<file path="config.mk">
export PLATFORM = sky130hd
export DESIGN_NAME = icr_top
export DESIGN_NICKNAME = d
export VERILOG_FILES = /design/src/icr_pkg.sv /design/src/icr_flag.sv /design/src/icr_top.sv
export SDC_FILE = /design/constraint.sdc
export NUM_CORES = 1
export LEC_CHECK = 0
export BUFFER_PORTS_ARGS = -buffer_cell sky130_fd_sc_hd__buf_2
export CAP_MARGIN = 15
export CORE_ASPECT_RATIO = 2
export CORE_MARGIN = 2
export CORE_UTILIZATION = 45
export CTS_CLUSTER_DIAMETER = 60
export DETAILED_ROUTE_END_ITERATION = 12
export PLACE_DENSITY = 0.87
export SLEW_MARGIN = 20
export SYNTH_ARGS = -nofsm -noshare
export SYNTH_HDL_FRONTEND = slang
export SYNTH_SLANG_ARGS = --single-unit
export TNS_END_PERCENT = 20
</file>
<file path="constraint.sdc">
create_clock -name i_core_clk -period 1.19 [get_ports i_core_clk]
set_clock_uncertainty 0.15 [all_clocks]
set_input_delay 0.119 -clock i_core_clk [delete_from_list [all_inputs] [get_ports i_core_clk]]
set_output_delay 0.119 -clock i_core_clk [all_outputs]
set_load 0.1 [all_outputs]
</file>
<file path="src/icr_pkg.sv">
// Package for the interrupt clear register group: offsets, bit positions,
// reset values and the carrier types used by the top.
// Assumes a 32-bit register port with byte addresses.
package icr_pkg;
    localparam int unsigned ICR_ADDR_W = 8;
    localparam int unsigned ICR_DATA_W = 32;
    localparam int unsigned ICR_NUM_SRC = 8;
    localparam int unsigned ICR_ABRT_W = 16;

    // Byte offsets of the clear registers, of the status views and of the mask.
    localparam logic [7:0] ICR_OFF_CLR_ALL = 8'h40;
    localparam logic [7:0] ICR_OFF_RX_UNDER_CLEAR = 8'h44;
    localparam logic [7:0] ICR_OFF_RX_OVER_CLEAR = 8'h48;
    localparam logic [7:0] ICR_OFF_CLR_TX_OVER = 8'h4C;
    localparam logic [7:0] ICR_OFF_RAW_STATUS = 8'h34;
    localparam logic [7:0] ICR_OFF_ABRT_CAUSE = 8'h80;
    localparam logic [7:0] ICR_OFF_INTR_MASK = 8'h30;

    // Bit positions in the raw interrupt status.
    localparam int unsigned ICR_BIT_RX_UNDER = 0;
    localparam int unsigned ICR_BIT_RX_OVER = 1;
    localparam int unsigned ICR_BIT_TX_OVER = 3;

    // Values after reset.
    localparam logic [31:0] ICR_RST_ZERO = 32'h0000_0000;
    localparam logic [7:0] ICR_RST_MASK = 8'hFF;
    localparam logic [7:0] ICR_RST_RAW = 8'h00;
    localparam logic [15:0] ICR_RST_ABRT = 16'h0000;

    typedef struct packed {
        logic [7:0] addr;
        logic [31:0] wdata;
        logic wr;
        logic rd;
    } icr_req_t;

    typedef struct packed {
        logic [ICR_NUM_SRC-1:0] set;
        logic [ICR_ABRT_W-1:0] abrt_set;
    } icr_event_t;
endpackage : icr_pkg

</file>
<file path="src/icr_flag.sv">
// Holds one sticky interrupt source bit.
// Assumes set and clear are single-clock pulses from the core clock domain.
`timescale 1ns/1ps
module icr_flag
    import icr_pkg::*;
(
    // Clock and reset
    input wire logic i_core_clk,
    input wire logic i_arst_n,
    // Control
    input wire logic i_set,
    input wire logic i_clr,
    // Status
    output logic o_flag
);
    logic flag_q;

    // An event in the clear cycle survives; set wins over clear.
    always_ff @(posedge i_core_clk or negedge i_arst_n) begin
        if (!i_arst_n) begin
            flag_q <= 1'b0;
        end else if (i_set) begin
            flag_q <= 1'b1;
        end else if (i_clr) begin
            flag_q <= 1'b0;
        end
    end

    assign o_flag = flag_q;
endmodule : icr_flag

</file>
<file path="src/icr_top.sv">
// Read-to-clear interrupt register group of a two-wire serial controller.
// Assumes event pulses from the protocol engine on the core clock and a
// register port whose read data is taken in the cycle after the strobe.
`timescale 1ns/1ps
module icr_top
    import icr_pkg::*;
(
    // Clock and reset
    input wire logic i_core_clk,
    input wire logic i_arst_n,
    // Register port
    input wire logic [7:0] i_addr,
    input wire logic [31:0] i_wdata,
    input wire logic i_wr,
    input wire logic i_rd,
    output logic [31:0] o_rdata,
    // Events from the protocol engine
    input wire logic [7:0] i_src_set,
    input wire logic [15:0] i_abrt_set,
    // Interrupt state
    output logic o_intr,
    output logic [7:0] o_raw_status,
    output logic [15:0] o_abrt_cause
);
    icr_req_t req;
    icr_event_t evt;
    logic [7:0] raw;
    logic [7:0] clr;
    logic [7:0] mask_q;
    logic [15:0] abrt_q;
    logic [31:0] rdata_q;
    logic [31:0] rdata_d;
    logic intr_q;
    logic [7:0] raw_q;
    logic rd_all;

    assign req = '{addr: i_addr, wdata: i_wdata, wr: i_wr, rd: i_rd};
    assign evt = '{set: i_src_set, abrt_set: i_abrt_set};

    assign rd_all = req.rd && (req.addr == ICR_OFF_CLR_ALL);

    always_comb begin
        clr = {ICR_NUM_SRC{rd_all}};
        if (req.rd && req.addr == ICR_OFF_RX_UNDER_CLEAR) begin
            clr[ICR_BIT_RX_UNDER] = 1'b1;
        end
        if (req.rd && req.addr == ICR_OFF_RX_OVER_CLEAR) begin
            clr[ICR_BIT_RX_OVER] = 1'b1;
        end
        if (req.rd && req.addr == ICR_OFF_CLR_TX_OVER) begin
            clr[ICR_BIT_TX_OVER] = 1'b1;
        end
    end

    genvar g;
    generate
        for (g = 0; g < ICR_NUM_SRC; g++) begin : g_src
            icr_flag u_flag (
                .i_core_clk(i_core_clk),
                .i_arst_n(i_arst_n),
                .i_set(evt.set[g]),
                .i_clr(clr[g]),
                .o_flag(raw[g])
            );
        end
    endgenerate

    // Mask is the software-steered register; a zero bit hides a source.
    always_ff @(posedge i_core_clk or negedge i_arst_n) begin
        if (!i_arst_n) begin
            mask_q <= ICR_RST_MASK;
        end else if (req.wr && req.addr == ICR_OFF_INTR_MASK) begin
            mask_q <= req.wdata[7:0];
        end
    end

    always_ff @(posedge i_core_clk or negedge i_arst_n) begin
        if (!i_arst_n) begin
            abrt_q <= ICR_RST_ABRT;
        end else begin
            abrt_q <= evt.abrt_set | (rd_all ? ICR_RST_ABRT : abrt_q);
        end
    end

    // Registered copies keep every output straight from a flip-flop.
    // They lag the flag cells by one cycle.
    always_ff @(posedge i_core_clk or negedge i_arst_n) begin
        if (!i_arst_n) begin
            raw_q <= ICR_RST_RAW;
            intr_q <= 1'b0;
        end else begin
            raw_q <= raw;
            intr_q <= |(raw & mask_q);
        end
    end

    always_comb begin
        rdata_d = ICR_RST_ZERO;
        if (req.rd) begin
            case (req.addr)
                ICR_OFF_RAW_STATUS: rdata_d = {24'h00_0000, raw};
                ICR_OFF_INTR_MASK: rdata_d = {24'h00_0000, mask_q};
                ICR_OFF_ABRT_CAUSE: rdata_d = {16'h0000, abrt_q};
                default: rdata_d = ICR_RST_ZERO;
            endcase
        end
    end

    always_ff @(posedge i_core_clk or negedge i_arst_n) begin
        if (!i_arst_n) begin
            rdata_q <= ICR_RST_ZERO;
        end else begin
            rdata_q <= rdata_d;
        end
    end

    assign o_rdata = rdata_q;
    assign o_intr = intr_q;
    assign o_raw_status = raw_q;
    assign o_abrt_cause = abrt_q;
endmodule : icr_top

</file>
Word level (Yosys, flattened, before mapping)
Cells that the tools add are included.
W data, S select, Z words.

word-level totals
  flip-flop bits (word level) = 73
  output and inout bits = 57
  input bits = 68
  word-level logic and storage cells = 54

cells by class
  equality and inequality tests = 7
  mux-type cells = 18
  bitwise gates (word level) = 2
  reductions and logical operators = 14

operators with widths
  operator              number
  $pmux W16 S3          1
  $eq A8 B7 Y1 const B  4
  $mux W16              2
  $eq A8 B6 Y1 const B  2
  $or A16 B16 Y16       1
  $reduce_bool A2 Y1    8
  $mux W1               15
  $and A8 B8 Y8         1
  $eq A8 B8 Y1 const B  1
  $reduce_or A8 Y1      1
  $logic_and A1 B1 Y1   5

Logic depth before layout (Yosys ltp)
Gate-level depths: netlist of run 1.

  depth after elaboration = 5
  mapped depth = 5

By module
From an unflattened synthesis of run 1, not the netlist that was laid out.

unflattened totals
  cell total of the unflattened synthesis = 182
  area total of the unflattened synthesis = 2,369.8 µm²

modules (own cells, without submodules)
  module    instances  cells an instance  area an instance (µm²)
  icr_top   1          158                2,079.5
  icr_flag  8          3                  36.3

Least setup slack after synthesis of run 1
No wires, ideal clock.

  path kind = register -> register
  start = register abrt_q[0], in the netlist o_abrt_cause[0]
  end = register rdata_q[0], in the netlist o_rdata[0]
  data arrival time = 1.195 ns
  stages on the path, launching flop included = 3
  slack = -0.234 ns
  path buffers = 0
  required time = 0.960 ns
  cell sequence = dfrtp_1 nand3_1 a21oi_1

on the way
  word-level cells in the longest chain between the ends = 2

RTL lines
  what                      line            text
  start: declaration        icr_top.sv:30   logic [15:0] abrt_q;
  start signal: assignment  icr_top.sv:81   abrt_q <= evt.abrt_set | (rd_all ? ICR_RST_ABRT : abrt_q);
  $pmux W16 S3              icr_top.sv:100  case (req.addr)
  $mux W16                  icr_top.sv:99   if (req.rd) begin
  via rdata_d[0]            icr_top.sv:32   logic [31:0] rdata_d;
  end signal: assignment    icr_top.sv:113  rdata_q <= rdata_d;
  end: declaration          icr_top.sv:31   logic [31:0] rdata_q;

The timed path passes the listed nets, and every way through them passes these cells.
A chain may end at the register's enable or synchronous reset.

Final worst setup path of run 1
  start = register abrt_q[11], in the netlist o_abrt_cause[11]
  end = output port o_abrt_cause[11]

RTL lines
  what              line           text
  end: declaration  icr_top.sv:23  output logic [15:0] o_abrt_cause

No word-level cell between the ends.

==> impl_metrics.tcl, run 1 <==
set metrics [dict create \
    report.final.setup_viol 25 \
    syn-instance-count 177 \
    clk_path_buf_depth 2 \
    core_mm2 0.005139 \
    route.detailed.drc 0 \
    dieArea_mm2 0.005924 \
    yosys.area.top_type_share_pct 51.50 \
    fp-row-count 37 \
    io-pin-count 125 \
    hpwlAfterDp_um 4519 \
    netSwitchingPower_mw 1.286 \
    tritoncts.num_buffers 9 \
    cell_type_contributing_the_most_total_cell_area_after_synthesis "sky130_fd_sc_hd__dfrtp_1" \
    synth_area_leaders "sky130_fd_sc_hd__dfrtp_1, sky130_fd_sc_hd__dfstp_2, sky130_fd_sc_hd__a21o_1" \
    port_buffers 84 \
    grt_pass1_vias 2153 \
    cp_max_fo 3 \
    p_total_mw 4.539 \
    finish.net_count 390 \
    worst_setup_path_end_kind "primary output" \
    power_frac_seq_pct 44.1 \
    period_share_pct 103.2 \
    timing.critical_path.buf_inv 1 \
    routed_wirelength_um 7293 \
    crit_path_top_delay_cell "sky130_fd_sc_hd__dfrtp_1" \
    place_ws_ns -0.3046 \
    floorplan.die.width_um 55.44 \
    drt-pass1-iter-count 4 \
    whs_ns 0.04867 \
    routed-via-count 1963 \
    die_y_um 106.9 \
    hold_violations 0 \
    antenna_cells_inserted 0 \
    worstSkewPairLatency_ns 0.34 \
    yosys_warnings 0 \
    timing_worst_setup_path_type "register to primary output" \
    worst-endpoint-required_ns 0.92 \
    violated_checks "setup timing" \
    synth_cell_type_count 27 \
    htreeDepth 3 \
    synth-async-reset-ratio_pct 100.0 \
    fmaxAchievable_mhz 814.2 \
    number_of_pins_with_negative_max_slew_slack_in_the_final_report 0 \
    cp.arrival_ns 0.96 \
    worst_ir_drop_vdd_mv 1.581 \
    post_synth_instance_area_mm2 0.002381 \
    clock_tree.root_cell "sky130_fd_sc_hd__clkbuf_8" \
    power.share.combinational_pct 16.3 \
    clk_transition_reported_paths_ns 0.07 \
    layout_setup_ws_ns -0.03825 \
    number_of_sinks_handled_by_clock_tree_synthesis 57 \
    pin_count_of_the_biggest_net_entering_global_routing 36 \
    cp-start-kind "register" \
    first_pass_grt_wire_length_um 11080 \
    rsz0062_at_grt "yes" \
    cts_tree "done" \
    crit_path_max_incr_delay_ns 0.42 \
    power.density_cell_area_mw_per_mm2 1087 \
    dr.first_iter.drc_count 60 \
    setup_total_negative_slack_ns -0.5152 \
    ys_seq_elements 57 \
    layout_area_overhead_pct 75.35 \
    worstPathCellList "buf_12" \
    floorplan.initialDensity_pct 46.34 \
    drt-wirelength-per-cell_um 18.94 \
    track_usage_pct 25.41 \
    yosysSeqAreaShare_pct 60.33 \
    flip_flop_cell_with_the_highest_count_after_synthesis "sky130_fd_sc_hd__dfrtp_1" \
    netSwitchingFraction_pct 28.33 \
    antenna_found_initial 0 \
    final_layout_size_suffix_gt1_share_pct 51.38 \
    clockPowerShare_pct 39.6 \
    synth-edff-count 0 \
    layout_min_cycle_time_ns 1.228 \
    outcome "finished, violations left" \
    globalRoute.totalOverflow 0 \
    power.static_leakage_nw 1.839 \
    multi_input_comb_area_um2 868.3 \
    post_drt_via_cell_ratio 5.099 \
    antenna_violating_nets_post_route 0 \
    maxCapViolCount 0 \
    final_design_area_no_fill_mm2 0.004175 \
    filler_cell_count 254 \
    place_area_mm2 0.003540 \
    worst_path_dominant_cell_family "flip-flops" \
    power.internal_mw 3.253 \
    gpl.final_weighted_congestion 0.8160 \
    avgSynthCellArea_um2 13.45 \
    holdCritPathClass "primary input to async pin" \
    seq_cell_area_mm2 0.001446 \
]
-- sequential cells by signal, indices dropped and copies added (netlist names) --
name	count
mask_q	8
o_raw_status	8
o_rdata	16
o_intr	1
o_abrt_cause	16
g_src.u_flag.o_flag	8
-- power groups by stage --
stage | registers (mW) | clock network, mW | logic [mW]
final | 2.00 | 1.80 | 0.739
after global routing | 2.00 | 1.92 | 0.771
after CTS | 2.00 | 1.79 | 0.712
after detailed placement | 2.03 | 0 | 0.626
after global placement | 2.03 | 0 | 0.616
after floorplan | 2.11 | 0 | 0.356
-- routing by layer --
layer	share of wire, %	vias to the layer above	global-route usage [%]
li1	-	889	-
met1	35	965	25.24
met2	58	93	47.53
met3	4.7	16	6.876
met4	2.8	0	11.85
met5	0	-	0
-- cell type report --
| class | count | share of cell area [%] |
|---|---|---|
| clock buffers | 11 | 3.386 |
| clock inverters | 5 | 1.319 |
| multi-input cells | 112 | 20.80 |
| flip-flops and latches | 57 | 34.64 |
| well taps | 58 | 1.738 |
| repair buffers | 142 | 38.12 |
-- through the flow --
stage	utilization, %	std cells
after floorplan	-	192
after global placement	68.88	328
after detailed placement	68.88	328
after CTS	80.08	382
after global routing	81.25	385
final	81.25	385
-- final timing paths --
check                                  startpoint               end  slack (ns)  cells past startpoint
max                              o_abrt_cause[11]  o_abrt_cause[11]       -0.04                      1
min                                      i_arst_n   o_raw_status[4]        0.05                      2
max reg2reg                             mask_q[3]        o_rdata[3]       -0.04                      3
min reg2reg                g_src[1].u_flag.o_flag   o_raw_status[1]        0.31                      0
max in group asynchronous                i_arst_n         mask_q[5]        0.28                      3
min in group i_core_clk                      i_rd        o_rdata[1]        0.05                      3
-- synthesized netlist by cell type (4+ instances only) --
| library cell | instances |
|---|---|
| sky130_fd_sc_hd__mux2_4 | 8 |
| sky130_fd_sc_hd__buf_6 | 4 |
| sky130_fd_sc_hd__dfstp_2 | 8 |
| sky130_fd_sc_hd__dfrtp_1 | 49 |
| sky130_fd_sc_hd__and3_1 | 9 |
| sky130_fd_sc_hd__nor2_1 | 7 |
| sky130_fd_sc_hd__a21o_1 | 21 |
| sky130_fd_sc_hd__nand3_1 | 16 |
| sky130_fd_sc_hd__a22oi_1 | 4 |
| sky130_fd_sc_hd__buf_4 | 17 |
| sky130_fd_sc_hd__a21oi_1 | 11 |
| sky130_fd_sc_hd__mux2_2 | 8 |
-- what timing repair did --
item / CTS / global route
endpoints found under the setup margin: 31 / 83
hold endpoints to repair: 81 / 0
pin swaps: 1 / 5
resized for setup: 3 / 8
hold buffers: 33 / 0
setup buffers: 5 / 3
-- layout by cell type, fill, tap and decap left out, drive strengths merged --
cell type,instances
a21o,21
a21oi,11
a22oi,4
and2,1
and3,9
and3b,1
and4b,1
buf,109
bufinv,1
clkbuf,11
clkinv,2
clkinvlp,2
conb,16
dfrtp,49
dfstp,8
dlygate4sd3,33
mux2,16
nand3,17
nand4,1
nor2,7
nor4,2
nor4b,3
o211ai,1
xor2,1
-- cells by family (layout without fill, tap and decap cells) --
logic type	count (synthesis)	count (layout)	synth area share, %
buffers and inverters	23	158	7.619
multiplexers	16	16	8.829
XOR/XNOR	1	1	0.3679
other	1	16	0.1575
AO/OA/AOI/OAI	37	37	10.72
AND/OR/NAND/NOR	42	42	11.98
flip-flops	57	57	60.33
Note: power is estimated with default switching activity, not from simulation.
==> run 2, diff against run 1 <==
--- a/config.mk
+++ b/config.mk
@@ -9,10 +9,12 @@
 export CAP_MARGIN = 15
 export CORE_ASPECT_RATIO = 2
 export CORE_MARGIN = 2
-export CORE_UTILIZATION = 45
+export CORE_UTILIZATION = 46
+export CTS_BUF_LIST = sky130_fd_sc_hd__clkbuf_2
 export CTS_CLUSTER_DIAMETER = 60
 export DETAILED_ROUTE_END_ITERATION = 12
-export PLACE_DENSITY = 0.87
+export PLACE_DENSITY = 0.88
+export RECOVER_POWER = 25
 export SLEW_MARGIN = 20
 export SYNTH_ARGS = -nofsm -noshare
 export SYNTH_HDL_FRONTEND = slang
==> impl_metrics.tcl, run 2 (same netlist as run 1, synthesis figures left out) <==
set metrics [dict create \
    worst-endpoint-required_ns 0.92 \
    antenna_cells_inserted 0 \
    cp.arrival_ns 1.18 \
    worstPathCellList "buf_12" \
    outcome "finished, violations left" \
    drt-pass1-iter-count 4 \
    hold_depth 5 \
    period_share_pct 121.8 \
    power.internal_mw 2.946 \
    floorplan.die.width_um 54.88 \
    timing.critical_path.buf_inv 1 \
    io-pin-count 125 \
    clockPowerShare_pct 34.3 \
    max_slew_margin_pct 54.11 \
    postLayoutCoreUtil_pct 81.87 \
    holdCritPathClass "primary input to register" \
    worst_path_dominant_cell_family "flip-flops" \
    cp_max_fo 3 \
    number_of_pins_with_negative_max_slew_slack_in_the_final_report 0 \
    grt_pass1_vias 2343 \
    clock_tree.root_cell "sky130_fd_sc_hd__clkbuf_2" \
    violated_checks "hold timing, setup timing" \
    fmaxAchievable_mhz 689.8 \
    worst_pin_slew_ns 0.6884 \
    drt-wirelength-per-cell_um 19.70 \
    core_mm2 0.005046 \
    hpwlAfterDp_um 4602 \
    tritoncts.num_buffers 9 \
    first_pass_grt_wire_length_um 11570 \
    finish.net_count 393 \
    power.density_cell_area_mw_per_mm2 1011 \
    layout_min_cycle_time_ns 1.450 \
    path_depth 1 \
    placed_cells_incl_taps 326 \
    layout_setup_ws_ns -0.2596 \
    most_common_library_cell_in_the_layout_ignoring_fill_and_taps "sky130_fd_sc_hd__buf_2" \
    top_library_cells_by_usage_in_the_layout_fill_and_taps_aside "sky130_fd_sc_hd__buf_2, sky130_fd_sc_hd__buf_12, sky130_fd_sc_hd__dfrtp_1" \
    maxCapViolCount 0 \
    routed_wirelength_um 7644 \
    fp-row-count 37 \
    cts_tree "done" \
    pin_count_of_the_biggest_net_entering_global_routing 58 \
    routed-via-count 2025 \
    setup_total_negative_slack_ns -8.323 \
    netSwitchingFraction_pct 29.48 \
    layout.cells.non_filler 388 \
    power_frac_seq_pct 47.9 \
    post_drt_via_cell_ratio 5.219 \
    htreeDepth 3 \
    power.static_leakage_nw 1.817 \
    rsz0062_at_grt "yes" \
    place_ws_ns -0.3318 \
    port_buffers 84 \
    dr.first_iter.drc_count 64 \
    floorplan.initialDensity_pct 47.19 \
    filler_cell_count 259 \
    power.share.combinational_pct 17.9 \
    hold_violations 6 \
    report.final.setup_viol 42 \
    globalRoute.totalOverflow 0 \
    worstSkewPairLatency_ns 0.51 \
    worst-r2r-cell-count 3 \
    antenna_violating_nets_post_route 0 \
    number_of_sinks_handled_by_clock_tree_synthesis 57 \
    dieArea_mm2 0.005803 \
    cp-start-kind "register" \
    track_usage_pct 28.84 \
    crit_path_top_delay_cell "sky130_fd_sc_hd__dfrtp_2" \
    p_total_mw 4.177 \
    worst_setup_path_end_kind "primary output" \
    clk_transition_reported_paths_ns 0.17 \
    layout_area_overhead_pct 73.52 \
    final_layout_size_suffix_gt1_share_pct 52.12 \
    netSwitchingPower_mw 1.232 \
    gpl.final_weighted_congestion 0.8059 \
    place_area_mm2 0.003525 \
    worst_ir_drop_vdd_mv 0.9910 \
    timing_worst_setup_path_type "register to primary output" \
    whs_ns -0.04693 \
    crit_path_max_incr_delay_ns 0.49 \
    route.detailed.drc 0 \
    clk_path_buf_depth 2 \
    antenna_found_initial 0 \
    final_design_area_no_fill_mm2 0.004131 \
    die_y_um 105.7 \
]
-- run 2: power by group through the flow --
stage	Clock, mW	Combinational [mW]	Sequential [mW]
floorplan	0	0.356	2.11
global placement	0	0.611	2.03
detailed placement	0	0.628	2.03
CTS	1.43	0.728	2.00
global route	1.53	0.782	2.00
finish	1.43	0.746	2.00
-- run 2: area by class of cell --
type / count / area (um^2) / share of cell area [%]
Clock buffer: 11 / 55.05 / 1.333
Clock inverter: 5 / 80.08 / 1.938
Multi-Input combinational cell: 112 / 867.1 / 20.99
Sequential cell: 57 / 1448 / 35.04
Tap cell: 58 / 72.57 / 1.757
Timing Repair Buffer: 145 / 1609 / 38.95
-- run 2: final timing paths --
| check | startpoint | endpoint | slack, ns |
|---|---|---|---|
| max in group asynchronous | i_arst_n | o_abrt_cause[1] | 0.20 |
| min in group asynchronous | i_arst_n | o_abrt_cause[15] | 0.18 |
| worst min-delay path | i_addr[0] | o_rdata[3] | -0.05 |
| worst max register to register | mask_q[5] | o_rdata[5] | -0.01 |
| worst max-delay path | o_abrt_cause[5] | o_abrt_cause[5] | -0.26 |
| worst min register to register | g_src[2].u_flag.o_flag | o_raw_status[2] | 0.31 |
-- run 2: metal layers --
layer	vias to the layer above	track usage [%]	share of wire (%)
met4	0	13.75	4.4
met1	989	30.40	32
met2	115	49.49	56
li1	898	-	-
met3	23	7.790	7.4
met5	-	0	0
-- run 2: timing repair --
action	CTS	global route
resized for setup	3	11
gates cloned	0	0
hold endpoints to repair	105	9
buffers inserted	7	1
endpoints found under the setup margin	43	58
pin swaps	1	7
hold buffers	37	1
==> run 3, diff against run 2 <==
--- a/config.mk
+++ b/config.mk
@@ -8,11 +8,12 @@
 export BUFFER_PORTS_ARGS = -buffer_cell sky130_fd_sc_hd__buf_2
 export CAP_MARGIN = 15
 export CORE_ASPECT_RATIO = 2
-export CORE_MARGIN = 2
+export CORE_MARGIN = 8
 export CORE_UTILIZATION = 46
 export CTS_BUF_LIST = sky130_fd_sc_hd__clkbuf_2
 export CTS_CLUSTER_DIAMETER = 60
 export DETAILED_ROUTE_END_ITERATION = 12
+export GPL_ROUTABILITY_DRIVEN = 0
 export PLACE_DENSITY = 0.88
 export RECOVER_POWER = 25
 export SLEW_MARGIN = 20
==> impl_metrics.tcl, run 3 (same netlist as run 1, synthesis figures left out) <==
set metrics [dict create \
    worstSkewPairLatency_ns 0.48 \
    whs_ns -0.04023 \
    layout_min_cycle_time_ns 1.405 \
    outcome "finished, violations left" \
    post_drt_via_cell_ratio 5.105 \
    worst-r2r-cell-count 3 \
    power_frac_seq_pct 48.4 \
    number_of_sinks_handled_by_clock_tree_synthesis 57 \
    setup_total_negative_slack_ns -7.006 \
    clockPowerShare_pct 33.5 \
    number_of_pins_with_negative_max_slew_slack_in_the_final_report 0 \
    fmaxAchievable_mhz 711.9 \
    worst_setup_path_end_kind "primary output" \
    layout_area_overhead_pct 73.25 \
    netSwitchingFraction_pct 28.82 \
    worst_path_dominant_cell_family "flip-flops" \
    multi_input_comb_area_um2 859.6 \
    hold_depth 4 \
    cp-start-kind "register" \
    final_design_area_no_fill_mm2 0.004125 \
    power.density_cell_area_mw_per_mm2 1001 \
    fp-row-count 37 \
    grt_pass1_vias 2258 \
    period_share_pct 118.0 \
    cts_hold_repair.buffers 36 \
    final_layout_size_suffix_gt1_share_pct 50.00 \
    timing.critical_path.buf_inv 1 \
    power.internal_mw 2.938 \
    cp_max_fo 2 \
    power.static_leakage_nw 1.837 \
    clock_tree.root_cell "sky130_fd_sc_hd__clkbuf_2" \
    worst_ir_drop_vdd_mv 1.246 \
    cp.arrival_ns 1.14 \
    globalRoute.totalOverflow 0 \
    crit_path_max_incr_delay_ns 0.46 \
    top_library_cells_by_usage_in_the_layout_fill_and_taps_aside "sky130_fd_sc_hd__buf_2, sky130_fd_sc_hd__buf_12, sky130_fd_sc_hd__dfrtp_1" \
    clk_transition_reported_paths_ns 0.16 \
    io-pin-count 125 \
    layout_setup_ws_ns -0.2147 \
    routed-via-count 2001 \
    route.detailed.drc 0 \
    htreeDepth 3 \
    drt-wirelength-per-cell_um 19.46 \
    power.share.combinational_pct 18.1 \
    crit_path_top_delay_cell "sky130_fd_sc_hd__dfrtp_1" \
    drt-pass1-iter-count 5 \
    netSwitchingPower_mw 1.190 \
    floorplan.die.width_um 66.88 \
    holdCritPathClass "primary input to register" \
    die_y_um 117.7 \
    hold_violations 5 \
    antenna_violating_nets_post_route 0 \
    routed_wirelength_um 7630 \
    report.final.setup_viol 48 \
    port_buffers 84 \
    seq_cell_area_mm2 0.001446 \
    hpwlAfterDp_um 5044 \
    antenna_cells_inserted 0 \
    dieArea_mm2 0.007874 \
    first_pass_grt_wire_length_um 12070 \
    worst-endpoint-required_ns 0.92 \
    cts_tree "done" \
    postLayoutCoreUtil_pct 81.75 \
    core_mm2 0.005046 \
    place_area_mm2 0.003532 \
    pin_count_of_the_biggest_net_entering_global_routing 58 \
    dr.first_iter.drc_count 93 \
    path_depth 1 \
    finish.net_count 397 \
    track_usage_pct 20.12 \
    antenna_found_initial 0 \
    tritoncts.num_buffers 9 \
    worstPathCellList "buf_12" \
    violated_checks "hold timing, setup timing" \
    filler_cell_count 255 \
    floorplan.initialDensity_pct 47.19 \
    maxCapViolCount 0 \
    most_common_library_cell_in_the_layout_ignoring_fill_and_taps "sky130_fd_sc_hd__buf_2" \
    clk_path_buf_depth 2 \
    timing_worst_setup_path_type "register to primary output" \
    rsz0062_at_grt "yes" \
]
## run 3: cell count changes in the layout (fill, tap and decap cells not counted), sizes merged
cell         delta
buf             +2
clkinv          +2
dlygate4sd3     -1
clkinvlp        -2
clkbuf          +3
## run 3: path summary, 6_finish.rpt
check / startpoint / endpoint / slack [ns]
max: o_abrt_cause[12] / o_abrt_cause[12] / -0.21
min: i_addr[3] / g_src[0].u_flag.o_flag / -0.04
max reg2reg: mask_q[5] / o_rdata[5] / -0.02
min reg2reg: g_src[2].u_flag.o_flag / o_raw_status[2] / 0.30
max in group asynchronous: i_arst_n / mask_q[6] / 0.07
min in group asynchronous: i_arst_n / o_abrt_cause[9] / 0.54
## run 3: worst reg2reg max path, delay by kind of cell, from the launching register on
kind             cells  cell delay (ns)
multiplexers         1             0.15
AO/OA/AOI/OAI        1             0.16
flip-flops           1             0.58
AND/OR/NAND/NOR      1             0.08
## run 3: power by group through the flow
stage / combinational (mW) / clock (mW) / sequential, mW
after floorplan: 0.356 / 0 / 2.11
after global placement: 0.611 / 0 / 2.03
after detailed placement: 0.629 / 0 / 2.03
after CTS: 0.726 / 1.39 / 2.00
after global routing: 0.782 / 1.50 / 2.00
final: 0.746 / 1.38 / 2.00
## run 3: stage by stage
stage               worst slack [ns]  std cells  power [mW]
CTS                          -0.2210        387       4.117
finish                       -0.2147        392       4.128
floorplan                    -0.1987        192       2.463
detailed placement           -0.3406        327       2.661
global route                 -0.2791        392       4.286
global placement             -0.2866        327       2.641
## run 3: layer usage
| layer | track usage (%) | up-vias | wire length (um) |
|---|---|---|---|
| met5 | 0 | - | 0 |
| met4 | 7.510 | 0 | 122 |
| met3 | 11.06 | 12 | 857 |
| met2 | 32.87 | 102 | 4134 |
| met1 | 20.51 | 979 | 2515 |
| li1 | - | 908 | - |
## run 3: timing repair
action | 4_1_cts | 5_1_grt
endpoints found under the setup margin | 42 | 49
resized for setup | 1 | 10
cloned | 0 | 0
hold endpoints to repair | 105 | 9
buffers inserted | 8 | 5
pin swaps | 0 | 8
## run 3: area by class of cell
class / count / area share, %
clock buffers: 11 / 1.335
clock inverters: 5 / 1.729
multi-input cells: 112 / 20.84
flip-flops and latches: 57 / 35.06
well taps: 58 / 1.759
repair buffers: 149 / 39.28
